==> src/verilog/smr_pkg.sv <==
/*
 * smr_pkg: register indices, field layouts, reset values and bus state
 * encoding for the system-management runtime register slice.
 * Assumes a 32-bit AXI4-Lite bus; register index = byte address / 4.
 */
package smr_pkg;

   ////////////////////////////////////////////////////////////////////////////
   // bus geometry
   localparam int          AXI_ADDR_W   = 8;
   localparam int          AXI_DATA_W   = 32;
   localparam int          IDX_W        = 6;
   localparam int          IDX_LSB      = 2;

   ////////////////////////////////////////////////////////////////////////////
   // register indices (byte address = index * 4)
   localparam logic [5:0]  IDX_EN2      = 6'h17;
   localparam logic [5:0]  IDX_EN5      = 6'h1a;
   localparam logic [5:0]  IDX_RSV_A    = 6'h1b;
   localparam logic [5:0]  IDX_STS      = 6'h1c;
   localparam logic [5:0]  IDX_RSV_B    = 6'h1d;
   localparam logic [5:0]  IDX_FORCE    = 6'h1e;
   localparam logic [5:0]  IDX_MASK     = 6'h30;

   ////////////////////////////////////////////////////////////////////////////
   // fields and reset values
   localparam int          REG_W        = 8;
   localparam int          STS_W        = 6;
   localparam int          FORCE_W      = 2;
   localparam int          ROUTE_BIT    = 7;
   localparam logic [7:0]  EN5_RST      = 8'h00;
   localparam logic [7:0]  EN5_WMASK    = 8'hcf;
   localparam logic [0:0]  ROUTE_RST    = 1'h0;
   localparam logic [5:0]  STS_RST      = 6'h00;
   localparam logic [5:0]  MASK_RST     = 6'h00;
   localparam logic [1:0]  FORCE_RST    = 2'h1;

   ////////////////////////////////////////////////////////////////////////////
   // responses and bus states
   localparam logic [1:0]  RESP_OKAY    = 2'h0;
   localparam logic [1:0]  RESP_SLVERR  = 2'h2;

   typedef enum logic [1:0]
   {
      ST_IDLE  = 2'b00,
      ST_RLOAD = 2'b01,
      ST_RRESP = 2'b11,
      ST_WRESP = 2'b10
   } smr_bus_state_t;

endpackage

==> src/verilog/smr_edge_det.sv <==
/*
 * smr_edge_det: two-flop synchroniser plus either-edge detector per bit.
 * Assumes one clock; edge_o is a one-cycle pulse per sampled change.
 */
`timescale 1ns/1ps
module smr_edge_det
#(
   parameter int W = 6
)
(
   input  wire logic         clk_i,
   input  wire logic         rst_n_i,
   input  wire logic [W-1:0] pins_i,
   output logic      [W-1:0] edge_o
);

   logic [W-1:0] meta_reg;
   logic [W-1:0] sync_reg;
   logic [W-1:0] prev_reg;
   logic [2:0]   primed_reg;
   logic [W-1:0] meta_next;
   logic [W-1:0] sync_next;
   logic [W-1:0] prev_next;
   logic [2:0]   primed_next;

   always_comb
   begin
      meta_next   = pins_i;
      sync_next   = meta_reg;
      prev_next   = sync_reg;
      primed_next = {primed_reg[1:0], 1'b1};
      // prev is a real sample only three edges after reset
      edge_o      = primed_reg[2] ? (sync_reg ^ prev_reg) : '0;
   end

   always_ff @(posedge clk_i)
   begin
      if (!rst_n_i)
      begin
         meta_reg   <= '0;
         sync_reg   <= '0;
         prev_reg   <= '0;
         primed_reg <= '0;
      end
      else
      begin
         meta_reg   <= meta_next;
         sync_reg   <= sync_next;
         prev_reg   <= prev_next;
         primed_reg <= primed_next;
      end
   end

endmodule

==> src/verilog/smr_axil_slave.sv <==
/*
 * smr_axil_slave: AXI4-Lite slave front end, one access at a time.
 * Assumes the register file answers rd_data/rd_ok/wr_ok combinationally.
 */
`timescale 1ns/1ps
module smr_axil_slave
   import smr_pkg::*;
(
   input  wire logic                        clk_i,
   input  wire logic                        rst_n_i,
   input  wire logic                        awvalid_i,
   output logic                             awready_o,
   input  wire logic [smr_pkg::AXI_ADDR_W-1:0] awaddr_i,
   input  wire logic                        wvalid_i,
   output logic                             wready_o,
   input  wire logic [smr_pkg::AXI_DATA_W-1:0] wdata_i,
   input  wire logic [3:0]                  wstrb_i,
   output logic                             bvalid_o,
   input  wire logic                        bready_i,
   output logic [1:0]                       bresp_o,
   input  wire logic                        arvalid_i,
   output logic                             arready_o,
   input  wire logic [smr_pkg::AXI_ADDR_W-1:0] araddr_i,
   output logic                             rvalid_o,
   input  wire logic                        rready_i,
   output logic [smr_pkg::AXI_DATA_W-1:0]   rdata_o,
   output logic [1:0]                       rresp_o,
   output logic                             wr_en_o,
   output logic [smr_pkg::IDX_W-1:0]        wr_idx_o,
   output logic [smr_pkg::REG_W-1:0]        wr_data_o,
   input  wire logic                        wr_ok_i,
   output logic [smr_pkg::IDX_W-1:0]        rd_idx_o,
   input  wire logic [smr_pkg::REG_W-1:0]   rd_data_i,
   input  wire logic                        rd_ok_i
);
   import smr_pkg::*;

   smr_bus_state_t        state_reg, state_next;
   logic                  aw_got_reg, aw_got_next, w_got_reg, w_got_next;
   logic                  awready_reg, awready_next, wready_reg, wready_next;
   logic                  arready_reg, arready_next;
   logic                  bvalid_reg, bvalid_next, rvalid_reg, rvalid_next;
   logic [1:0]            bresp_reg, bresp_next, rresp_reg, rresp_next;
   logic [IDX_W-1:0]      waddr_reg, waddr_next, raddr_reg, raddr_next;
   logic [REG_W-1:0]      wdata_reg, wdata_next, rdata_reg, rdata_next;
   logic                  wlane_reg, wlane_next;
   logic                  aw_take, w_take, ar_take, wr_demand, idle;

   ////////////////////////////////////////////////////////////////////////////
   always_comb
   begin
      aw_take      = awvalid_i & awready_reg;
      w_take       = wvalid_i & wready_reg;
      ar_take      = arvalid_i & arready_reg;
      idle         = (state_reg == ST_IDLE);
      wr_demand    = awvalid_i | wvalid_i | aw_got_reg | w_got_reg;
      state_next   = state_reg;
      aw_got_next  = aw_got_reg | aw_take;
      w_got_next   = w_got_reg | w_take;
      waddr_next   = aw_take ? awaddr_i[IDX_LSB +: IDX_W] : waddr_reg;
      wdata_next   = w_take ? wdata_i[REG_W-1:0] : wdata_reg;
      wlane_next   = w_take ? wstrb_i[0] : wlane_reg;
      raddr_next   = ar_take ? araddr_i[IDX_LSB +: IDX_W] : raddr_reg;
      bvalid_next  = bvalid_reg;
      bresp_next   = bresp_reg;
      rvalid_next  = rvalid_reg;
      rresp_next   = rresp_reg;
      rdata_next   = rdata_reg;
      // reads offered only with no write pending
      awready_next = idle & wr_demand & ~aw_got_reg & ~aw_take & ~ar_take;
      wready_next  = idle & wr_demand & ~w_got_reg & ~w_take & ~ar_take;
      arready_next = idle & ~wr_demand & ~ar_take;
      // only lane 0 holds bits
      wr_en_o      = idle & aw_got_reg & w_got_reg & wlane_reg;
      wr_idx_o     = waddr_reg;
      wr_data_o    = wdata_reg;
      rd_idx_o     = raddr_reg;
      case (state_reg)
         ST_IDLE:
         begin
            if (aw_got_reg && w_got_reg)
            begin
               aw_got_next  = 1'b0;
               w_got_next   = 1'b0;
               bvalid_next  = 1'b1;
               bresp_next   = wr_ok_i ? RESP_OKAY : RESP_SLVERR;
               state_next   = ST_WRESP;
            end
            else if (ar_take)
               state_next = ST_RLOAD;
         end
         ST_RLOAD:
         begin
            rdata_next  = rd_data_i;
            rresp_next  = rd_ok_i ? RESP_OKAY : RESP_SLVERR;
            rvalid_next = 1'b1;
            state_next  = ST_RRESP;
         end
         ST_RRESP:
         begin
            if (rready_i)
            begin
               rvalid_next = 1'b0;
               state_next  = ST_IDLE;
            end
         end
         ST_WRESP:
         begin
            if (bready_i)
            begin
               bvalid_next = 1'b0;
               state_next  = ST_IDLE;
            end
         end
         default:
            state_next = ST_IDLE;
      endcase
   end

   always_ff @(posedge clk_i)
   begin
      if (!rst_n_i)
      begin
         state_reg   <= ST_IDLE;
         aw_got_reg  <= 1'b0;
         w_got_reg   <= 1'b0;
         awready_reg <= 1'b0;
         wready_reg  <= 1'b0;
         arready_reg <= 1'b0;
         bvalid_reg  <= 1'b0;
         rvalid_reg  <= 1'b0;
         bresp_reg   <= RESP_OKAY;
         rresp_reg   <= RESP_OKAY;
         waddr_reg   <= '0;
         wdata_reg   <= '0;
         wlane_reg   <= 1'b0;
         raddr_reg   <= '0;
         rdata_reg   <= '0;
      end
      else
      begin
         state_reg   <= state_next;
         aw_got_reg  <= aw_got_next;
         w_got_reg   <= w_got_next;
         awready_reg <= awready_next;
         wready_reg  <= wready_next;
         arready_reg <= arready_next;
         bvalid_reg  <= bvalid_next;
         rvalid_reg  <= rvalid_next;
         bresp_reg   <= bresp_next;
         rresp_reg   <= rresp_next;
         waddr_reg   <= waddr_next;
         wdata_reg   <= wdata_next;
         wlane_reg   <= wlane_next;
         raddr_reg   <= raddr_next;
         rdata_reg   <= rdata_next;
      end
   end

   assign awready_o = awready_reg;
   assign wready_o  = wready_reg;
   assign arready_o = arready_reg;
   assign bvalid_o  = bvalid_reg;
   assign bresp_o   = bresp_reg;
   assign rvalid_o  = rvalid_reg;
   assign rresp_o   = rresp_reg;
   assign rdata_o   = {{(AXI_DATA_W-REG_W){1'b0}}, rdata_reg};

endmodule

==> src/verilog/smr_regs.sv <==
/*
 * smr_regs: interrupt enable, either-edge status and disk-change override
 * registers behind an AXI4-Lite slave.
 * Assumes pins synchronous to clk_i; rst_n_i is the standby-rail reset,
 * main_rst_n_i the main-supply reset; both synchronous, active low.
 */
// Implementation choice: register access over AXI4-Lite.
`timescale 1ns/1ps
// Notes on behaviour
// - enable five bits gate sources onto group irq
// - enable bits 4,5 and 0x1b,0x1d read zero
// - either edge on six pins sets status bits
// - writing one clears status bit, zero ignored
// - status bits 7 and 6 read zero
// - override bits software settable, not software clearable
// - step with drive select clears that override
// - disk-changed flag combines selects, overrides, input
// - override resets to 0x01 on main reset
// - group irq reaches pin only when routed
module smr_regs
   import smr_pkg::*;
(
   input  wire logic                           clk_i,
   input  wire logic                           rst_n_i,
   input  wire logic                           main_rst_n_i,
   input  wire logic                           s_axi_awvalid_i,
   output logic                                s_axi_awready_o,
   input  wire logic [smr_pkg::AXI_ADDR_W-1:0] s_axi_awaddr_i,
   input  wire logic                           s_axi_wvalid_i,
   output logic                                s_axi_wready_o,
   input  wire logic [smr_pkg::AXI_DATA_W-1:0] s_axi_wdata_i,
   input  wire logic [3:0]                     s_axi_wstrb_i,
   output logic                                s_axi_bvalid_o,
   input  wire logic                           s_axi_bready_i,
   output logic [1:0]                          s_axi_bresp_o,
   input  wire logic                           s_axi_arvalid_i,
   output logic                                s_axi_arready_o,
   input  wire logic [smr_pkg::AXI_ADDR_W-1:0] s_axi_araddr_i,
   output logic                                s_axi_rvalid_o,
   input  wire logic                           s_axi_rready_i,
   output logic [smr_pkg::AXI_DATA_W-1:0]      s_axi_rdata_o,
   output logic [1:0]                          s_axi_rresp_o,
   input  wire logic                           gpio_5_4_i,
   input  wire logic                           gpio_5_5_i,
   input  wire logic                           gpio_5_6_i,
   input  wire logic                           gpio_5_7_i,
   input  wire logic                           fan_speed_input_one_i,
   input  wire logic                           fan_speed_input_two_i,
   input  wire logic                           gpio_2_1_i,
   input  wire logic                           gpio_2_2_i,
   input  wire logic                           gpio_4_1_i,
   input  wire logic                           gpio_4_3_i,
   input  wire logic                           gpio_6_0_i,
   input  wire logic                           gpio_6_1_i,
   input  wire logic                           head_step_n_i,
   input  wire logic                           drive_select_zero_n_i,
   input  wire logic                           drive_select_one_n_i,
   input  wire logic                           disk_changed_input_n_i,
   output logic                                grouped_mgmt_irq_n_o,
   output logic                                mgmt_irq_pin_n_o,
   output logic                                disk_changed_flag_o,
   output logic                                irq_o
);
   import smr_pkg::*;

   ////////////////////////////////////////////////////////////////////////////
   // bus front end

   logic                wr_en;
   logic [IDX_W-1:0]    wr_idx;
   logic [REG_W-1:0]    wr_data;
   logic                wr_ok;
   logic [IDX_W-1:0]    rd_idx;
   logic [REG_W-1:0]    rd_data;
   logic                rd_ok;

   smr_axil_slave u_bus
   (
      .clk_i     (clk_i),
      .rst_n_i   (rst_n_i),
      .awvalid_i (s_axi_awvalid_i),
      .awready_o (s_axi_awready_o),
      .awaddr_i  (s_axi_awaddr_i),
      .wvalid_i  (s_axi_wvalid_i),
      .wready_o  (s_axi_wready_o),
      .wdata_i   (s_axi_wdata_i),
      .wstrb_i   (s_axi_wstrb_i),
      .bvalid_o  (s_axi_bvalid_o),
      .bready_i  (s_axi_bready_i),
      .bresp_o   (s_axi_bresp_o),
      .arvalid_i (s_axi_arvalid_i),
      .arready_o (s_axi_arready_o),
      .araddr_i  (s_axi_araddr_i),
      .rvalid_o  (s_axi_rvalid_o),
      .rready_i  (s_axi_rready_i),
      .rdata_o   (s_axi_rdata_o),
      .rresp_o   (s_axi_rresp_o),
      .wr_en_o   (wr_en),
      .wr_idx_o  (wr_idx),
      .wr_data_o (wr_data),
      .wr_ok_i   (wr_ok),
      .rd_idx_o  (rd_idx),
      .rd_data_i (rd_data),
      .rd_ok_i   (rd_ok)
   );

   ////////////////////////////////////////////////////////////////////////////
   // edge capture on the six status pins

   logic [STS_W-1:0]    edge_pins;
   logic [STS_W-1:0]    edge_hit;

   // bit order follows the status register layout
   assign edge_pins = {gpio_6_1_i, gpio_6_0_i, gpio_4_3_i,
                       gpio_4_1_i, gpio_2_2_i, gpio_2_1_i};

   smr_edge_det #(.W(STS_W)) u_edge
   (
      .clk_i   (clk_i),
      .rst_n_i (rst_n_i),
      .pins_i  (edge_pins),
      .edge_o  (edge_hit)
   );

   ////////////////////////////////////////////////////////////////////////////
   // address decode

   logic                hit_en2;
   logic                hit_en5;
   logic                hit_sts;
   logic                hit_force;
   logic                hit_mask;
   logic                hit_rsv;

   always_comb
   begin
      hit_en2   = (wr_idx == IDX_EN2);
      hit_en5   = (wr_idx == IDX_EN5);
      hit_sts   = (wr_idx == IDX_STS);
      hit_force = (wr_idx == IDX_FORCE);
      hit_mask  = (wr_idx == IDX_MASK);
      hit_rsv   = (wr_idx == IDX_RSV_A) | (wr_idx == IDX_RSV_B);
      // reserved words accept and drop writes; anything else is an error
      wr_ok     = hit_en2 | hit_en5 | hit_sts | hit_force | hit_mask | hit_rsv;
   end

   ////////////////////////////////////////////////////////////////////////////
   // standby-rail registers

   logic [REG_W-1:0]    en5_reg, en5_next;
   logic                route_reg, route_next;
   logic [STS_W-1:0]    sts_reg, sts_next;
   logic [STS_W-1:0]    mask_reg, mask_next;
   logic [STS_W-1:0]    sts_clr;

   always_comb
   begin
      en5_next   = en5_reg;
      route_next = route_reg;
      mask_next  = mask_reg;
      sts_clr    = '0;
      if (wr_en && hit_en5)
         en5_next = wr_data & EN5_WMASK;
      if (wr_en && hit_en2)
         route_next = wr_data[ROUTE_BIT];
      if (wr_en && hit_mask)
         mask_next = wr_data[STS_W-1:0];
      if (wr_en && hit_sts)
         sts_clr = wr_data[STS_W-1:0];
      // a fresh edge in the clearing cycle survives the clear
      sts_next = (sts_reg & ~sts_clr) | edge_hit;
   end

   always_ff @(posedge clk_i)
   begin
      if (!rst_n_i)
      begin
         en5_reg   <= EN5_RST;
         route_reg <= ROUTE_RST;
         sts_reg   <= STS_RST;
         mask_reg  <= MASK_RST;
      end
      else
      begin
         en5_reg   <= en5_next;
         route_reg <= route_next;
         sts_reg   <= sts_next;
         mask_reg  <= mask_next;
      end
   end

   ////////////////////////////////////////////////////////////////////////////
   // main-supply disk-change override

   logic [FORCE_W-1:0]  force_reg, force_next;
   logic [FORCE_W-1:0]  force_set;
   logic [FORCE_W-1:0]  force_hw_clr;
   logic [FORCE_W-1:0]  drive_sel;
   logic                step_on;

   always_comb
   begin
      drive_sel    = {~drive_select_one_n_i, ~drive_select_zero_n_i};
      step_on      = ~head_step_n_i;
      force_hw_clr = drive_sel & {FORCE_W{step_on}};
      force_set    = (wr_en && hit_force) ? wr_data[FORCE_W-1:0] : '0;
      // zeros written are ignored; a software set beats a same-cycle step
      force_next   = (force_reg & ~force_hw_clr) | force_set;
   end

   always_ff @(posedge clk_i)
   begin
      if (!main_rst_n_i)
         force_reg <= FORCE_RST;
      else
         force_reg <= force_next;
   end

   ////////////////////////////////////////////////////////////////////////////
   // read mux

   always_comb
   begin
      rd_data = '0;
      rd_ok   = 1'b1;
      case (rd_idx)
         IDX_EN2:   rd_data[ROUTE_BIT] = route_reg;
         IDX_EN5:   rd_data = en5_reg;
         IDX_STS:   rd_data[STS_W-1:0] = sts_reg;
         IDX_FORCE: rd_data[FORCE_W-1:0] = force_reg;
         IDX_MASK:  rd_data[STS_W-1:0] = mask_reg;
         IDX_RSV_A: rd_data = '0;
         IDX_RSV_B: rd_data = '0;
         default:   rd_ok = 1'b0;
      endcase
   end

   ////////////////////////////////////////////////////////////////////////////
   // outputs, all registered

   logic [REG_W-1:0]    src_vec;
   logic                grp_n_reg, grp_n_next;
   logic                pin_n_reg, pin_n_next;
   logic                dchg_reg, dchg_next;
   logic                irq_reg, irq_next;

   always_comb
   begin
      // pin levels stand for pending requests; bits 4,5 carry none
      src_vec    = {fan_speed_input_two_i, fan_speed_input_one_i, 2'b00,
                    gpio_5_7_i, gpio_5_6_i, gpio_5_5_i, gpio_5_4_i};
      grp_n_next = ~|(src_vec & en5_reg);
      // routed copy lags the group level a cycle
      pin_n_next = route_reg ? grp_n_reg : 1'b1;
      dchg_next  = |(drive_sel & force_reg) | ~disk_changed_input_n_i;
      irq_next   = |(sts_reg & mask_reg);
   end

   always_ff @(posedge clk_i)
   begin
      if (!rst_n_i)
      begin
         grp_n_reg <= 1'b1;
         pin_n_reg <= 1'b1;
         dchg_reg  <= 1'b0;
         irq_reg   <= 1'b0;
      end
      else
      begin
         grp_n_reg <= grp_n_next;
         pin_n_reg <= pin_n_next;
         dchg_reg  <= dchg_next;
         irq_reg   <= irq_next;
      end
   end

   assign grouped_mgmt_irq_n_o = grp_n_reg;
   assign mgmt_irq_pin_n_o     = pin_n_reg;
   assign disk_changed_flag_o  = dchg_reg;
   assign irq_o                = irq_reg;

endmodule

==> config.mk <==
export PLATFORM = sky130hd
export DESIGN_NAME = smr_regs
export DESIGN_NICKNAME = d
export VERILOG_FILES = /design/src/verilog/smr_pkg.sv /design/src/verilog/smr_edge_det.sv /design/src/verilog/smr_axil_slave.sv /design/src/verilog/smr_regs.sv
export SDC_FILE = /design/constraint.sdc
export NUM_CORES = 1
export LEC_CHECK = 0
export BUFFER_PORTS_ARGS = -buffer_cell sky130_fd_sc_hd__buf_4
export CORE_ASPECT_RATIO = 0.75
export CORE_MARGIN = 10
export CORE_UTILIZATION = 54
export DETAILED_ROUTE_END_ITERATION = 6
export PLACE_DENSITY_LB_ADDON = 0.2
export SKIP_LAST_GASP = 1
export SYNTH_ARGS = -nofsm -noshare
export SYNTH_HDL_FRONTEND = slang
export SYNTH_HIERARCHICAL = 1
export SYNTH_SLANG_ARGS = --single-unit
export TNS_END_PERCENT = 1
==> constraint.sdc <==
create_clock -name clk_i -period 4.51 [get_ports clk_i]
set_clock_uncertainty 0.1 [all_clocks]
set_input_delay 1.1275 -clock clk_i [delete_from_list [all_inputs] [get_ports clk_i]]
set_output_delay 1.1275 -clock clk_i [all_outputs]
set_load 0.01 [all_outputs]
==> flow_summary.rst, run 1 <==
.. list-table::
   :header-rows: 1

   * - Metric
     - Value
   * - Global-route congestion overflow total
     - 0
   * - P_sw
     - between 0.3 and 0.4 mW
   * - Highest attainable clock frequency
     - 0.383 GHz
   * - Max cap viols
     - 0
   * - Area of the placeable core
     - ~6400 um2
   * - Total routing usage reported by global routing
     - between 10% and 20%
   * - Final-report setup violation count
     - 0
   * - Launch point of the worst reg-to-reg path
     - u_bus/state_reg[0]$_SDFFE_PN0P_
   * - Type of element launching the critical path
     - primary input
   * - Min setup slack post-route
     - 1.90 ns
   * - Met3 track utilization from global routing
     - approximately 6%
   * - Final layout net count
     - 548
   * - Count of warnings emitted by yosys
     - 6
   * - Worst Reg2Reg Path Length in Cells
     - 5
   * - Proportion of register bits with asynchronous set or reset after synthesis
     - 0%
   * - Final antenna-violating net count
     - 0
   * - Result of the run
     - finished clean
   * - Beginning of the worst hold path
     - u_edge/primed_reg[0]$_DFF_P_
   * - Critical path arrival
     - 2.75 ns
   * - Proportion of synthesized chip area in sequential cells
     - between 40% and 50%
   * - Internal Dissipation
     - around 1.0 mW
   * - HPWL reported at the end of detailed placement
     - approximately 6300 um
   * - Quantity of I/O buffers inserted on ports
     - 63
   * - Number of DRC markers after the initial detailed-route iteration
     - 144
   * - WHS Path Cells
     - 1
   * - Worst hold slack across all endpoints
     - about 0.34 ns
   * - Most frequent standard cell in the layout excluding fill and tap cells
     - sky130_fd_sc_hd__dfxtp_1
   * - Setup Fix Bufs, Post-CTS
     - 0
   * - Area share of the leading cell type in the synthesized netlist
     - roughly 47%
   * - Initial Utilization
     - about 57%
   * - Syn Inst Count
     - approximately 420
   * - CTS Sinks
     - 86
   * - Pre-CTS setup slack
     - approximately 1.5 ns
   * - Flop2flop setup slack
     - roughly 2.6 ns
   * - Vias after detailed routing
     - between 2000 and 3000
   * - RSZ-0062 raised after global routing
     - false
   * - Static Leak
     - roughly 1.6 nW
   * - Headroom to the max-slew limit
     - approximately a third
   * - Initial antenna violation count
     - 0
   * - Switching fraction of total power
     - about a quarter
   * - Most crowded layer after global routing
     - met2
   * - DR DRC count
     - 0
   * - Combinational cell fraction of total power
     - 8.1%
   * - Critical path start-end classification
     - in -> reg
   * - Worst-skew pair later-pin latency
     - 0.36 ns
   * - Number of enable-type register cells in the synthesized netlist
     - 0
   * - Clock slew at the register clock pins of the worst setup and hold paths
     - about 0.09 ns
   * - Deepest clock path buffer count
     - 2
   * - Vias in the first global route
     - 2762
   * - Crit path time final
     - approximately 2.6 ns
   * - Area contributors post-synth
     - sky130_fd_sc_hd__dfxtp_1 (47%), sky130_fd_sc_hd__a21oi_1 (6.6%), sky130_fd_sc_hd__nand2_1 (6.2%)
   * - Total of flip-flops plus latches after synthesis
     - between 80 and 90
   * - Synth cell types
     - between 50 and 60
   * - Library cell occupying the most area in the post-synthesis netlist
     - sky130_fd_sc_hd__dfxtp_1
   * - Die Footprint
     - approximately 10000 um2
   * - CTS tree
     - yes
   * - Number of I/O pins
     - 121
   * - Floorplan die width
     - approximately 110 um
   * - Cell Area, Placed
     - 4030 um2
   * - Final antenna diode count
     - 0
   * - Seq pwr share
     - roughly 57%
   * - CTS buffer count
     - 9
   * - Wirelength per Cell
     - approximately 15 um
   * - Maximum VDD drop
     - about 0.26 mV
   * - Type of element capturing the critical path
     - register
   * - Gp weighted congestion
     - roughly 0.88
   * - Number of placed instances, taps included
     - around 540
   * - M2 GR Usage
     - 21.9%
   * - Crit share post-route
     - roughly 58%
   * - Tightest Pin Transition
     - approximately 0.97 ns
   * - Final number of max-transition violations
     - 0
   * - Largest net degree at the start of global routing
     - 37
   * - Final Instance Area
     - about 4200 um2
   * - Count of non-filler cells in the finished layout
     - roughly 560
   * - Met1 Usage GRT
     - a little over a fifth
   * - Maximum fanout encountered on the critical timing path
     - 36
   * - Min-Delay Endpoint
     - u_edge/primed_reg[1]$_SDFF_PN0_
   * - Commonest non-fill, non-tap cells in the layout
     - sky130_fd_sc_hd__dfxtp_1 (86), sky130_fd_sc_hd__buf_4 (63), sky130_fd_sc_hd__nand2_1 (60)
   * - WP data required
     - roughly 4.7 ns
   * - Cell at the root of the clock tree
     - sky130_fd_sc_hd__clkbuf_8
   * - Most common flop cell mapped by yosys
     - sky130_fd_sc_hd__dfxtp_1
   * - Final number of hold-violating endpoints
     - 0
   * - Hold buffers post-CTS
     - 0
   * - Proportion of layout cells with a drive suffix above 1
     - between 10% and 20%
   * - Detailed Routing Iterations Pass 1
     - 4
   * - Number of filler cells placed in the layout
     - 551
   * - Worst min path class
     - reg -> reg
   * - Overall die height
     - roughly 91 um
   * - Setup total negative slack
     - 0 ns
   * - Clock share of power
     - between 30% and 40%
   * - Area Overhead vs Synth
     - 15.5%
   * - Mean number of vias per cell
     - ~5.3
   * - Power per cell area
     - approximately 340 nW/um2
   * - Number of rows in the core area
     - 25
   * - H-tree levels
     - 3
   * - Crit path from
     - rst_n_i
   * - Number of gates given a new drive strength after cts
     - 0
   * - Mapped cell area
     - approximately 3600 um2
   * - Total length of routed wires
     - around 8300 um
   * - Post-Synthesis Mean Instance Area
     - about 8.7 um2
   * - Global-route wire length before repair
     - 13500 um
   * - R2r endpoint
     - sts_reg[4]$_SDFF_PN0_
## cells in the mapped netlist (all sizes together), types with 2 or more instances
cell type  number
inv            12
dfxtp          86
nand2b          7
and3b           2
a311oi          2
nor2            8
a31oi           8
o21ai          20
and2           29
nand3b          6
a221o           4
o21a            3
and4bb          2
nand3          23
clkbuf          7
or4b            2
mux2i           2
a211oi          3
nor3            7
a21boi          2
nor3b           2
xor2            6
a22o            2
a22oi           6
and4b           3
nor2b           3
a21oi          49
nand2          60
buf            38
## cell type report
type / instances / area (um2) / area share [%]
flip-flops and latches: 86 / 1720 / 40.9
clock inverters: 7 / 57.6 / 1.37
repair buffers: 63 / 473 / 11.2
multi-input cells: 299 / 1690 / 40.0
well taps: 81 / 101 / 2.41
clock buffers: 9 / 124 / 2.94
inverters: 13 / 48.8 / 1.16
## stage by stage
stage / util [%] / power (mW)
final: 65.4 / 1.42
after global routing: 65.4 / 1.47
after CTS: 65.4 / 1.42
after detailed placement: 62.6 / 0.940
after global placement: 62.6 / 0.936
after floorplan: - / 0.903
## metal layers
| layer | routed length, um | vias up |
|---|---|---|
| met3 | 665 | 5 |
| met1 | 4110 | 1339 |
| met4 | 49 | 0 |
| li1 | - | 1501 |
| met2 | 3520 | 99 |
| met5 | 0 | - |
## worst max-delay path by stage
stage,cells past startpoint,to,slack (ns)
2_1_floorplan,4,en5_reg[0]$_SDFFE_PN0P_,2.55
3_3_place_gp,3,u_bus/state_reg[1]$_SDFFE_PN0P_,1.52
3_5_place_dp,3,u_bus/state_reg[1]$_SDFFE_PN0P_,1.52
4_1_cts,3,u_bus/state_reg[1]$_SDFFE_PN0P_,1.90
5_1_grt,3,u_bus/state_reg[0]$_SDFFE_PN0P_,1.71
6_report,3,u_bus/state_reg[1]$_SDFFE_PN0P_,1.90
## power by group through the flow
stage	clock (mW)	sequential, mW	combinational (mW)
after detailed placement	0	0.827	0.113
after global placement	0	0.825	0.111
after global routing	0.532	0.814	0.128
after CTS	0.497	0.809	0.114
final	0.494	0.809	0.115
after floorplan	0	0.818	0.0853
## worst max-delay path, cell delays in order
cell                       delay [ns]
sky130_fd_sc_hd__buf_4           0.27
sky130_fd_sc_hd__clkinv_1        0.84
sky130_fd_sc_hd__a221oi_1        0.50
## logic make-up (layout without fill, tap and decap cells)
family / count (synthesis) / count (layout) / synth area share [%]
AOI/OAI and AO/OA: 103 / 103 / 17.0
xor gates and xnor gates: 6 / 6 / 1.44
buffers and inverters: 58 / 92 / 9.16
DFF: 86 / 86 / 47.2
muxes: 2 / 2 / 0.549
other: 1 / 26 / 0.103
and+or+nand+nor: 162 / 162 / 24.6
(Power assumes the default switching activity.)
==> run 2, diff against run 1 <==
--- a/config.mk
+++ b/config.mk
@@ -8,7 +8,7 @@
 export BUFFER_PORTS_ARGS = -buffer_cell sky130_fd_sc_hd__buf_4
 export CORE_ASPECT_RATIO = 0.75
 export CORE_MARGIN = 10
-export CORE_UTILIZATION = 54
+export CORE_UTILIZATION = 45
 export DETAILED_ROUTE_END_ITERATION = 6
 export PLACE_DENSITY_LB_ADDON = 0.2
 export SKIP_LAST_GASP = 1
==> constraint.sdc (replaced) <==
create_clock -name clk_i -period 2.1 [get_ports clk_i]
set_clock_uncertainty 0.1 [all_clocks]
set_input_delay 0.525 -clock clk_i [delete_from_list [all_inputs] [get_ports clk_i]]
set_output_delay 0.525 -clock clk_i [all_outputs]
set_load 0.01 [all_outputs]
==> run 2 against run 1 <==
Via count is 0.68% lower; routed wire length increased by 3.0%; cell area grew 1.3%; worst hold slack got worse by 0.083 ns; combinational power rose by 120%; utilization fell by 11 points; non-clock buffer count is 4 higher; worst setup slack worse by 1.8 ns; die area is 16% higher; global-route usage down 1.5 points; sequential share of layout area down 0.54 points; total power is 110% higher; highest routed layer unchanged.
==> flow_summary.rst, run 2 (same netlist as run 1, synthesis figures left out) <==
.. list-table::
   :header-rows: 1

   * - Metric
     - Value
   * - Result of the run
     - finished clean
   * - Vias in the first global route
     - between 2000 and 3000
   * - Overall die height
     - 98.0 um
   * - Type of element launching the critical path
     - register
   * - Switching fraction of total power
     - 24.5%
   * - Type of element capturing the critical path
     - register
   * - Deepest clock path buffer count
     - 2
   * - Crit path time final
     - just under 2 ns
   * - Wirelength per Cell
     - between 10 and 15 um
   * - Proportion of layout cells with a drive suffix above 1
     - between 10% and 20%
   * - HPWL reported at the end of detailed placement
     - roughly 6500 um
   * - Final antenna-violating net count
     - 0
   * - Seq pwr share
     - a little under three fifths
   * - Multi-input gate area in the final layout
     - around 1700 um2
   * - Crit path cell chain
     - and4bb_2, and2_1, and4b_1, and3_1, a31oi_1
   * - DR DRC count
     - 0
   * - Area of the placeable core
     - 7880 um2
   * - Highest-delay cell along the critical path
     - sky130_fd_sc_hd__and4bb_2
   * - Total routing usage reported by global routing
     - about 14%
   * - CTS Sinks
     - 86
   * - H-tree levels
     - 3
   * - Final number of max-transition violations
     - 0
   * - Final number of hold-violating endpoints
     - 0
   * - Headroom to the max-slew limit
     - between 50% and 60%
   * - Detailed Routing Iterations Pass 1
     - 4
   * - Maximum single-stage delay on the critical path
     - 0.40 ns
   * - Crit share post-route
     - between 90% and 100%
   * - Global-route wire length before repair
     - between 10000 and 15000 um
   * - Worst-skew pair later-pin latency
     - between 0.3 and 0.4 ns
   * - P_sw
     - 0.744 mW
   * - Worst min path class
     - in -> reg
   * - Max cap viols
     - 0
   * - Number of DRC markers after the initial detailed-route iteration
     - between 200 and 250
   * - Die Footprint
     - about 12000 um2
   * - Critical path start-end classification
     - reg -> reg
   * - Number of rows in the core area
     - 28
   * - Commonest non-fill, non-tap cells in the layout
     - sky130_fd_sc_hd__dfxtp_1 (86), sky130_fd_sc_hd__buf_4 (67), sky130_fd_sc_hd__nand2_1 (60)
   * - Maximum VDD drop
     - roughly 0.47 mV
   * - Hold buffers post-CTS
     - 0
   * - Quantity of I/O buffers inserted on ports
     - 63
   * - CTS tree
     - yes
   * - Number of gates given a new drive strength after cts
     - 0
   * - Setup Fix Bufs, Post-CTS
     - 0
   * - RSZ-0062 raised after global routing
     - false
   * - Initial Utilization
     - between 40% and 50%
   * - Number of filler cells placed in the layout
     - between 700 and 800
   * - Final layout net count
     - roughly 550
   * - Count of non-filler cells in the finished layout
     - approximately 590
   * - Combinational cell fraction of total power
     - under 10%
   * - Clock share of power
     - 34.6%
   * - Power per cell area
     - roughly 700 nW/um2
   * - Initial antenna violation count
     - 0
   * - Gp weighted congestion
     - approximately 0.83
   * - Global-route congestion overflow total
     - 0
   * - Setup total negative slack
     - 0 ns
   * - Cell at the root of the clock tree
     - sky130_fd_sc_hd__clkbuf_8
   * - Area Overhead vs Synth
     - 17.0%
   * - Total length of routed wires
     - about 8600 um
   * - WP data required
     - between 2 and 2.5 ns
   * - Internal Dissipation
     - 2.30 mW
   * - Largest net degree at the start of global routing
     - 33
   * - Final-report setup violation count
     - 0
   * - Tightest Pin Transition
     - ~0.61 ns
   * - Final antenna diode count
     - 0
   * - Maximum fanout encountered on the critical timing path
     - 7
   * - Floorplan die width
     - approximately 120 um
   * - Most frequent standard cell in the layout excluding fill and tap cells
     - sky130_fd_sc_hd__dfxtp_1
   * - Vias after detailed routing
     - 2924
   * - Number of placed instances, taps included
     - 570
   * - Critical path arrival
     - roughly 2.1 ns
   * - Highest attainable clock frequency
     - 0.509 GHz
   * - Static Leak
     - 1.64 nW
   * - Mean number of vias per cell
     - around 5
   * - Clock slew at the register clock pins of the worst setup and hold paths
     - about 0.08 ns
   * - Number of I/O pins
     - ~120
   * - CTS buffer count
     - 9
   * - Storage cell area
     - ~1700 um2
-- run 2: path summary, 6_finish.rpt --
kind | endpoint | startpoint | slack [ns] | depth (start not counted)
max | sts_reg[3]$_SDFF_PN0_ | u_bus/state_reg[1]$_SDFFE_PN0P_ | 0.13 | 5
max reg2reg | sts_reg[3]$_SDFF_PN0_ | u_bus/state_reg[1]$_SDFFE_PN0P_ | 0.13 | 5
min reg2reg | u_edge/prev_next[5]$_SDFF_PN0_ | u_edge/meta_reg[5]$_SDFF_PN0_ | 0.33 | 1
min | force_reg[0]$_SDFF_PN1_ | main_rst_n_i | 0.26 | 2
-- run 2: routing by layer --
| layer | share of wire (%) | global-route usage [%] | up-vias |
|---|---|---|---|
| met5 | 0 | 0 | - |
| met4 | 0.81 | 3.18 | 0 |
| met3 | 8.8 | 5.29 | 7 |
| met2 | 41 | 19.2 | 98 |
| met1 | 50 | 19.9 | 1311 |
| li1 | - | - | 1508 |
-- run 2: worst max-delay path, delay by kind of cell (launching register included) --
family / cells / cell delay [ns]
compound gates: 1 / 0.13
simple gates: 4 / 1.23
flops: 1 / 0.37
-- run 2: final cells by class --
| cell class | count | area share [%] |
|---|---|---|
| Clock buffer | 13 | 3.72 |
| Clock inverter | 3 | 0.440 |
| Inverter | 13 | 1.14 |
| Multi-Input combinational cell | 299 | 39.5 |
| Sequential cell | 86 | 40.3 |
| Tap cell | 105 | 3.08 |
| Timing Repair Buffer | 67 | 11.8 |
-- run 2: power groups by stage --
stage	sequential, mW	clock (mW)	combinational (mW)
6_report	1.73	1.05	0.256
5_1_grt	1.74	1.15	0.285
4_1_cts	1.73	1.09	0.256
3_5_place_dp	1.77	0	0.255
3_3_place_gp	1.77	0	0.250
2_1_floorplan	1.76	0	0.183
-- run 2: through the flow --
| stage | setup WS, ns | area, um2 | util, % | total power, mW | hold WS (ns) |
|---|---|---|---|---|---|
| 2_1_floorplan | 0.326 | 3740 | - | 1.94 | 0.312 |
| 3_3_place_gp | 0.238 | 4090 | 51.9 | 2.02 | 0.314 |
| 3_5_place_dp | 0.183 | 4090 | 51.9 | 2.03 | 0.317 |
| 4_1_cts | 0.140 | 4270 | 54.2 | 3.08 | 0.242 |
| 5_1_grt | 0.0356 | 4270 | 54.2 | 3.18 | 0.249 |
| 6_report | 0.135 | 4270 | 54.2 | 3.04 | 0.256 |
==> run 3, diff against run 2 <==
--- a/config.mk
+++ b/config.mk
@@ -5,10 +5,11 @@
 export SDC_FILE = /design/constraint.sdc
 export NUM_CORES = 1
 export LEC_CHECK = 0
+export ABC_AREA = 1
 export BUFFER_PORTS_ARGS = -buffer_cell sky130_fd_sc_hd__buf_4
 export CORE_ASPECT_RATIO = 0.75
 export CORE_MARGIN = 10
-export CORE_UTILIZATION = 45
+export CORE_UTILIZATION = 46
 export DETAILED_ROUTE_END_ITERATION = 6
 export PLACE_DENSITY_LB_ADDON = 0.2
 export SKIP_LAST_GASP = 1
==> run 3 against run 2 <==
Maximum frequency is 12% higher; register-to-register slack better by 0.21 ns; first-iteration DRC count is 25% lower; largest cell class unchanged; sequential cell count stayed put; via count is 12% higher; cell area is 3.7% higher; synthesized cell count is 23% higher; critical path type unchanged.
==> flow_summary.rst, run 3 <==
.. list-table::
   :header-rows: 1

   * - Metric
     - Value
   * - Area Overhead vs Synth
     - 17.5%
   * - CTS buffer count
     - 9
   * - Maximum fanout encountered on the critical timing path
     - 17
   * - Initial Utilization
     - 47.6%
   * - Worst min path class
     - in -> reg
   * - Most common flop cell mapped by yosys
     - sky130_fd_sc_hd__dfxtp_1
   * - Count of warnings emitted by yosys
     - 6
   * - Post-Synthesis Mean Instance Area
     - roughly 7.3 um2
   * - Overall die height
     - roughly 98 um
   * - Clock slew at the register clock pins of the worst setup and hold paths
     - ~0.080 ns
   * - Mapped cell area
     - ~3800 um2
   * - Final number of max-transition violations
     - 0
   * - Flop2flop setup slack
     - between 0.3 and 0.4 ns
   * - Result of the run
     - finished clean
   * - Mux share of post-synthesis cell area
     - 0%
   * - H-tree levels
     - 3
   * - Number of rows in the core area
     - 28
   * - Hold buffers post-CTS
     - 0
   * - DR DRC count
     - 0
   * - Crit share post-route
     - a little over four fifths
   * - Final antenna-violating net count
     - 0
   * - Area contributors post-synth
     - sky130_fd_sc_hd__dfxtp_1 (46%), sky130_fd_sc_hd__nor2_1 (10%), sky130_fd_sc_hd__nand2_1 (8.3%)
   * - Wirelength per Cell
     - 12.2 um
   * - Global-route congestion overflow total
     - 0
   * - Total length of routed wires
     - about 8400 um
   * - Number of enable-type register cells in the synthesized netlist
     - 0
   * - Beginning of the worst hold path
     - gpio_4_1_i
   * - Largest net degree at the start of global routing
     - 35
   * - HPWL reported at the end of detailed placement
     - ~6600 um
   * - Power per cell area
     - 900 nW/um2
   * - Gp weighted congestion
     - about 0.84
   * - Worst Reg2Reg Path Length in Cells
     - 8
   * - Setup Fix Bufs, Post-CTS
     - 0
   * - Number of gates given a new drive strength after cts
     - 0
   * - Synth Area in Simple Gates
     - between 30% and 40%
   * - WP data required
     - 2.28 ns
   * - Crit path from
     - u_bus/state_reg[1]$_SDFFE_PN0P_
   * - Mean number of vias per cell
     - 4.72
   * - Area of the placeable core
     - about 8000 um2
   * - R2r endpoint
     - mask_reg[3]$_SDFFE_PN0P_
   * - Detailed Routing Iterations Pass 1
     - 5
   * - Maximum VDD drop
     - ~0.59 mV
   * - CTS Sinks
     - 86
   * - Final number of hold-violating endpoints
     - 0
   * - Die Footprint
     - 12200 um2
   * - Number of I/O pins
     - 121
   * - Highest attainable clock frequency
     - approximately 0.57 GHz
   * - Vias after detailed routing
     - 3263
   * - Proportion of synthesized chip area in sequential cells
     - a little under half
   * - Critical path arrival
     - a little under 2 ns
   * - Setup total negative slack
     - 0 ns
   * - Critical path start-end classification
     - reg -> reg
   * - Adder and majority gate portion of the synthesized area
     - 0%
   * - Cell at the root of the clock tree
     - sky130_fd_sc_hd__clkbuf_8
   * - Deepest clock path buffer count
     - 2
   * - Max cap viols
     - 0
   * - Global-route wire length before repair
     - ~14000 um
   * - Final antenna diode count
     - 0
   * - Area share of the leading cell type in the synthesized netlist
     - 45.7%
   * - Total routing usage reported by global routing
     - between 10% and 20%
   * - Most frequent standard cell in the layout excluding fill and tap cells
     - sky130_fd_sc_hd__nor2_1
   * - Launch point of the worst reg-to-reg path
     - u_bus/state_reg[1]$_SDFFE_PN0P_
   * - Library cell occupying the most area in the post-synthesis netlist
     - sky130_fd_sc_hd__dfxtp_1
   * - Type of element capturing the critical path
     - register
   * - Proportion of register bits with asynchronous set or reset after synthesis
     - 0%
   * - Area fraction in compound gates after synthesis
     - between 10% and 20%
   * - Most frequent cell after synthesis
     - sky130_fd_sc_hd__nor2_1
   * - Proportion of layout cells with a drive suffix above 1
     - roughly 18%
   * - Type of element launching the critical path
     - register
   * - Synth cell types
     - 36
   * - Utilization after layout
     - 55.9%
   * - Largest family of logic cells by synthesized area
     - simple AND/OR/NAND/NOR gates
   * - Number of DRC markers after the initial detailed-route iteration
     - ~160
   * - Final layout net count
     - roughly 660
   * - Static Leak
     - slightly above 2 nW
   * - Quantity of I/O buffers inserted on ports
     - between 60 and 70
   * - Final-report setup violation count
     - 0
   * - Most frequent cells after synthesis
     - sky130_fd_sc_hd__nor2_1 (102), sky130_fd_sc_hd__dfxtp_1 (86), sky130_fd_sc_hd__nand2_1 (83), sky130_fd_sc_hd__inv_1 (58), sky130_fd_sc_hd__buf_4 (29)
   * - CTS tree
     - yes
   * - Total of flip-flops plus latches after synthesis
     - 86
   * - RSZ-0062 raised after global routing
     - false
   * - Xor and xnor area share after synthesis
     - 0%
   * - WHS Path Cells
     - 3
   * - Initial antenna violation count
     - 0
   * - Floorplan die width
     - roughly 120 um
   * - Worst-skew pair later-pin latency
     - between 0.3 and 0.4 ns
   * - Crit path time final
     - 1.75 ns
   * - Commonest non-fill, non-tap cells in the layout
     - sky130_fd_sc_hd__nor2_1 (102), sky130_fd_sc_hd__dfxtp_1 (86), sky130_fd_sc_hd__nand2_1 (83)
   * - Vias in the first global route
     - ~3100
   * - Syn Inst Count
     - between 500 and 600
   * - Min-Delay Endpoint
     - u_edge/meta_reg[2]$_SDFF_PN0_
==> run 3: changes by cell type after synthesis, moves of 6 or more <==
cell and delta:
sky130_fd_sc_hd__o21ai_1 +25, sky130_fd_sc_hd__a21oi_1 -31, sky130_fd_sc_hd__a31oi_1 -7, sky130_fd_sc_hd__xor2_1 -6, sky130_fd_sc_hd__inv_2 +6, sky130_fd_sc_hd__nand2b_1 -7, sky130_fd_sc_hd__inv_1 +46, sky130_fd_sc_hd__a22oi_1 -6
sky130_fd_sc_hd__buf_2 -8, sky130_fd_sc_hd__and2_1 -29, sky130_fd_sc_hd__nand4_1 +13, sky130_fd_sc_hd__nor2_1 +96, sky130_fd_sc_hd__nand2_1 +23
==> run 3: where the power goes <==
group	switching (mW)	total (mW)	internal (mW)
sequential	0.142	1.96	1.82
combinational	0.514	0.863	0.348
clock	0.549	1.16	0.609
==> run 3: metal layers <==
| metal | vias to the layer above | wire length, um | track usage, % |
|---|---|---|---|
| met5 | - | 0 | 0 |
| met4 | 0 | 115 | 5.00 |
| met3 | 12 | 743 | 5.73 |
| met2 | 111 | 3700 | 22.1 |
| met1 | 1425 | 3880 | 16.0 |
| li1 | 1715 | - | - |
==> run 3: worst max path at each step <==
stage / end / slack (ns)
3_5_place_dp: mask_reg[3]$_SDFFE_PN0P_ / 0.36
2_1_floorplan: mask_reg[0]$_SDFFE_PN0P_ / 0.55
5_1_grt: mask_reg[2]$_SDFFE_PN0P_ / 0.16
6_report: mask_reg[3]$_SDFFE_PN0P_ / 0.35
3_3_place_gp: mask_reg[5]$_SDFFE_PN0P_ / 0.42
4_1_cts: mask_reg[3]$_SDFFE_PN0P_ / 0.34
==> run 3: kinds of logic (layout without fill, tap and decap cells) <==
kind of cell | after synthesis | in the layout
other | 1 | 26
AO/OA/AOI/OAI | 73 | 73
AND/OR/NAND/NOR | 253 | 253
flip-flops | 86 | 86
buffers and inverters | 101 | 148
==> run 3: layout make-up <==
type | instances | area (um2)
Fill cell | 763 | 3490
Inverter | 65 | 244
Clock buffer | 12 | 155
Multi-Input combinational cell | 352 | 1630
Clock inverter | 4 | 45.0
Tap cell | 105 | 131
Sequential cell | 86 | 1720
Timing Repair Buffer | 67 | 503
==> run 3: per-stage QoR <==
stage	power [mW]	cells	instance area [um2]	setup WS, ns	hold WS, ns
after floorplan	2.58	539	3860	0.546	0.290
after global placement	2.84	675	4230	0.421	0.294
after detailed placement	2.86	675	4230	0.365	0.297
after CTS	4.02	691	4430	0.337	0.237
after global routing	4.23	691	4430	0.159	0.241
final	3.98	691	4430	0.349	0.249
==> run 3: worst max-delay path, cell delays in order, from the launching register on <==
cell and delay, ns:
sky130_fd_sc_hd__dfxtp_1 0.37, sky130_fd_sc_hd__nor2_2 0.21, sky130_fd_sc_hd__nand3_2 0.15, sky130_fd_sc_hd__nor2_1 0.21
sky130_fd_sc_hd__buf_4 0.24, sky130_fd_sc_hd__inv_1 0.09, sky130_fd_sc_hd__nor2_4 0.16, sky130_fd_sc_hd__nor2_1 0.06
sky130_fd_sc_hd__nor2_1 0.10
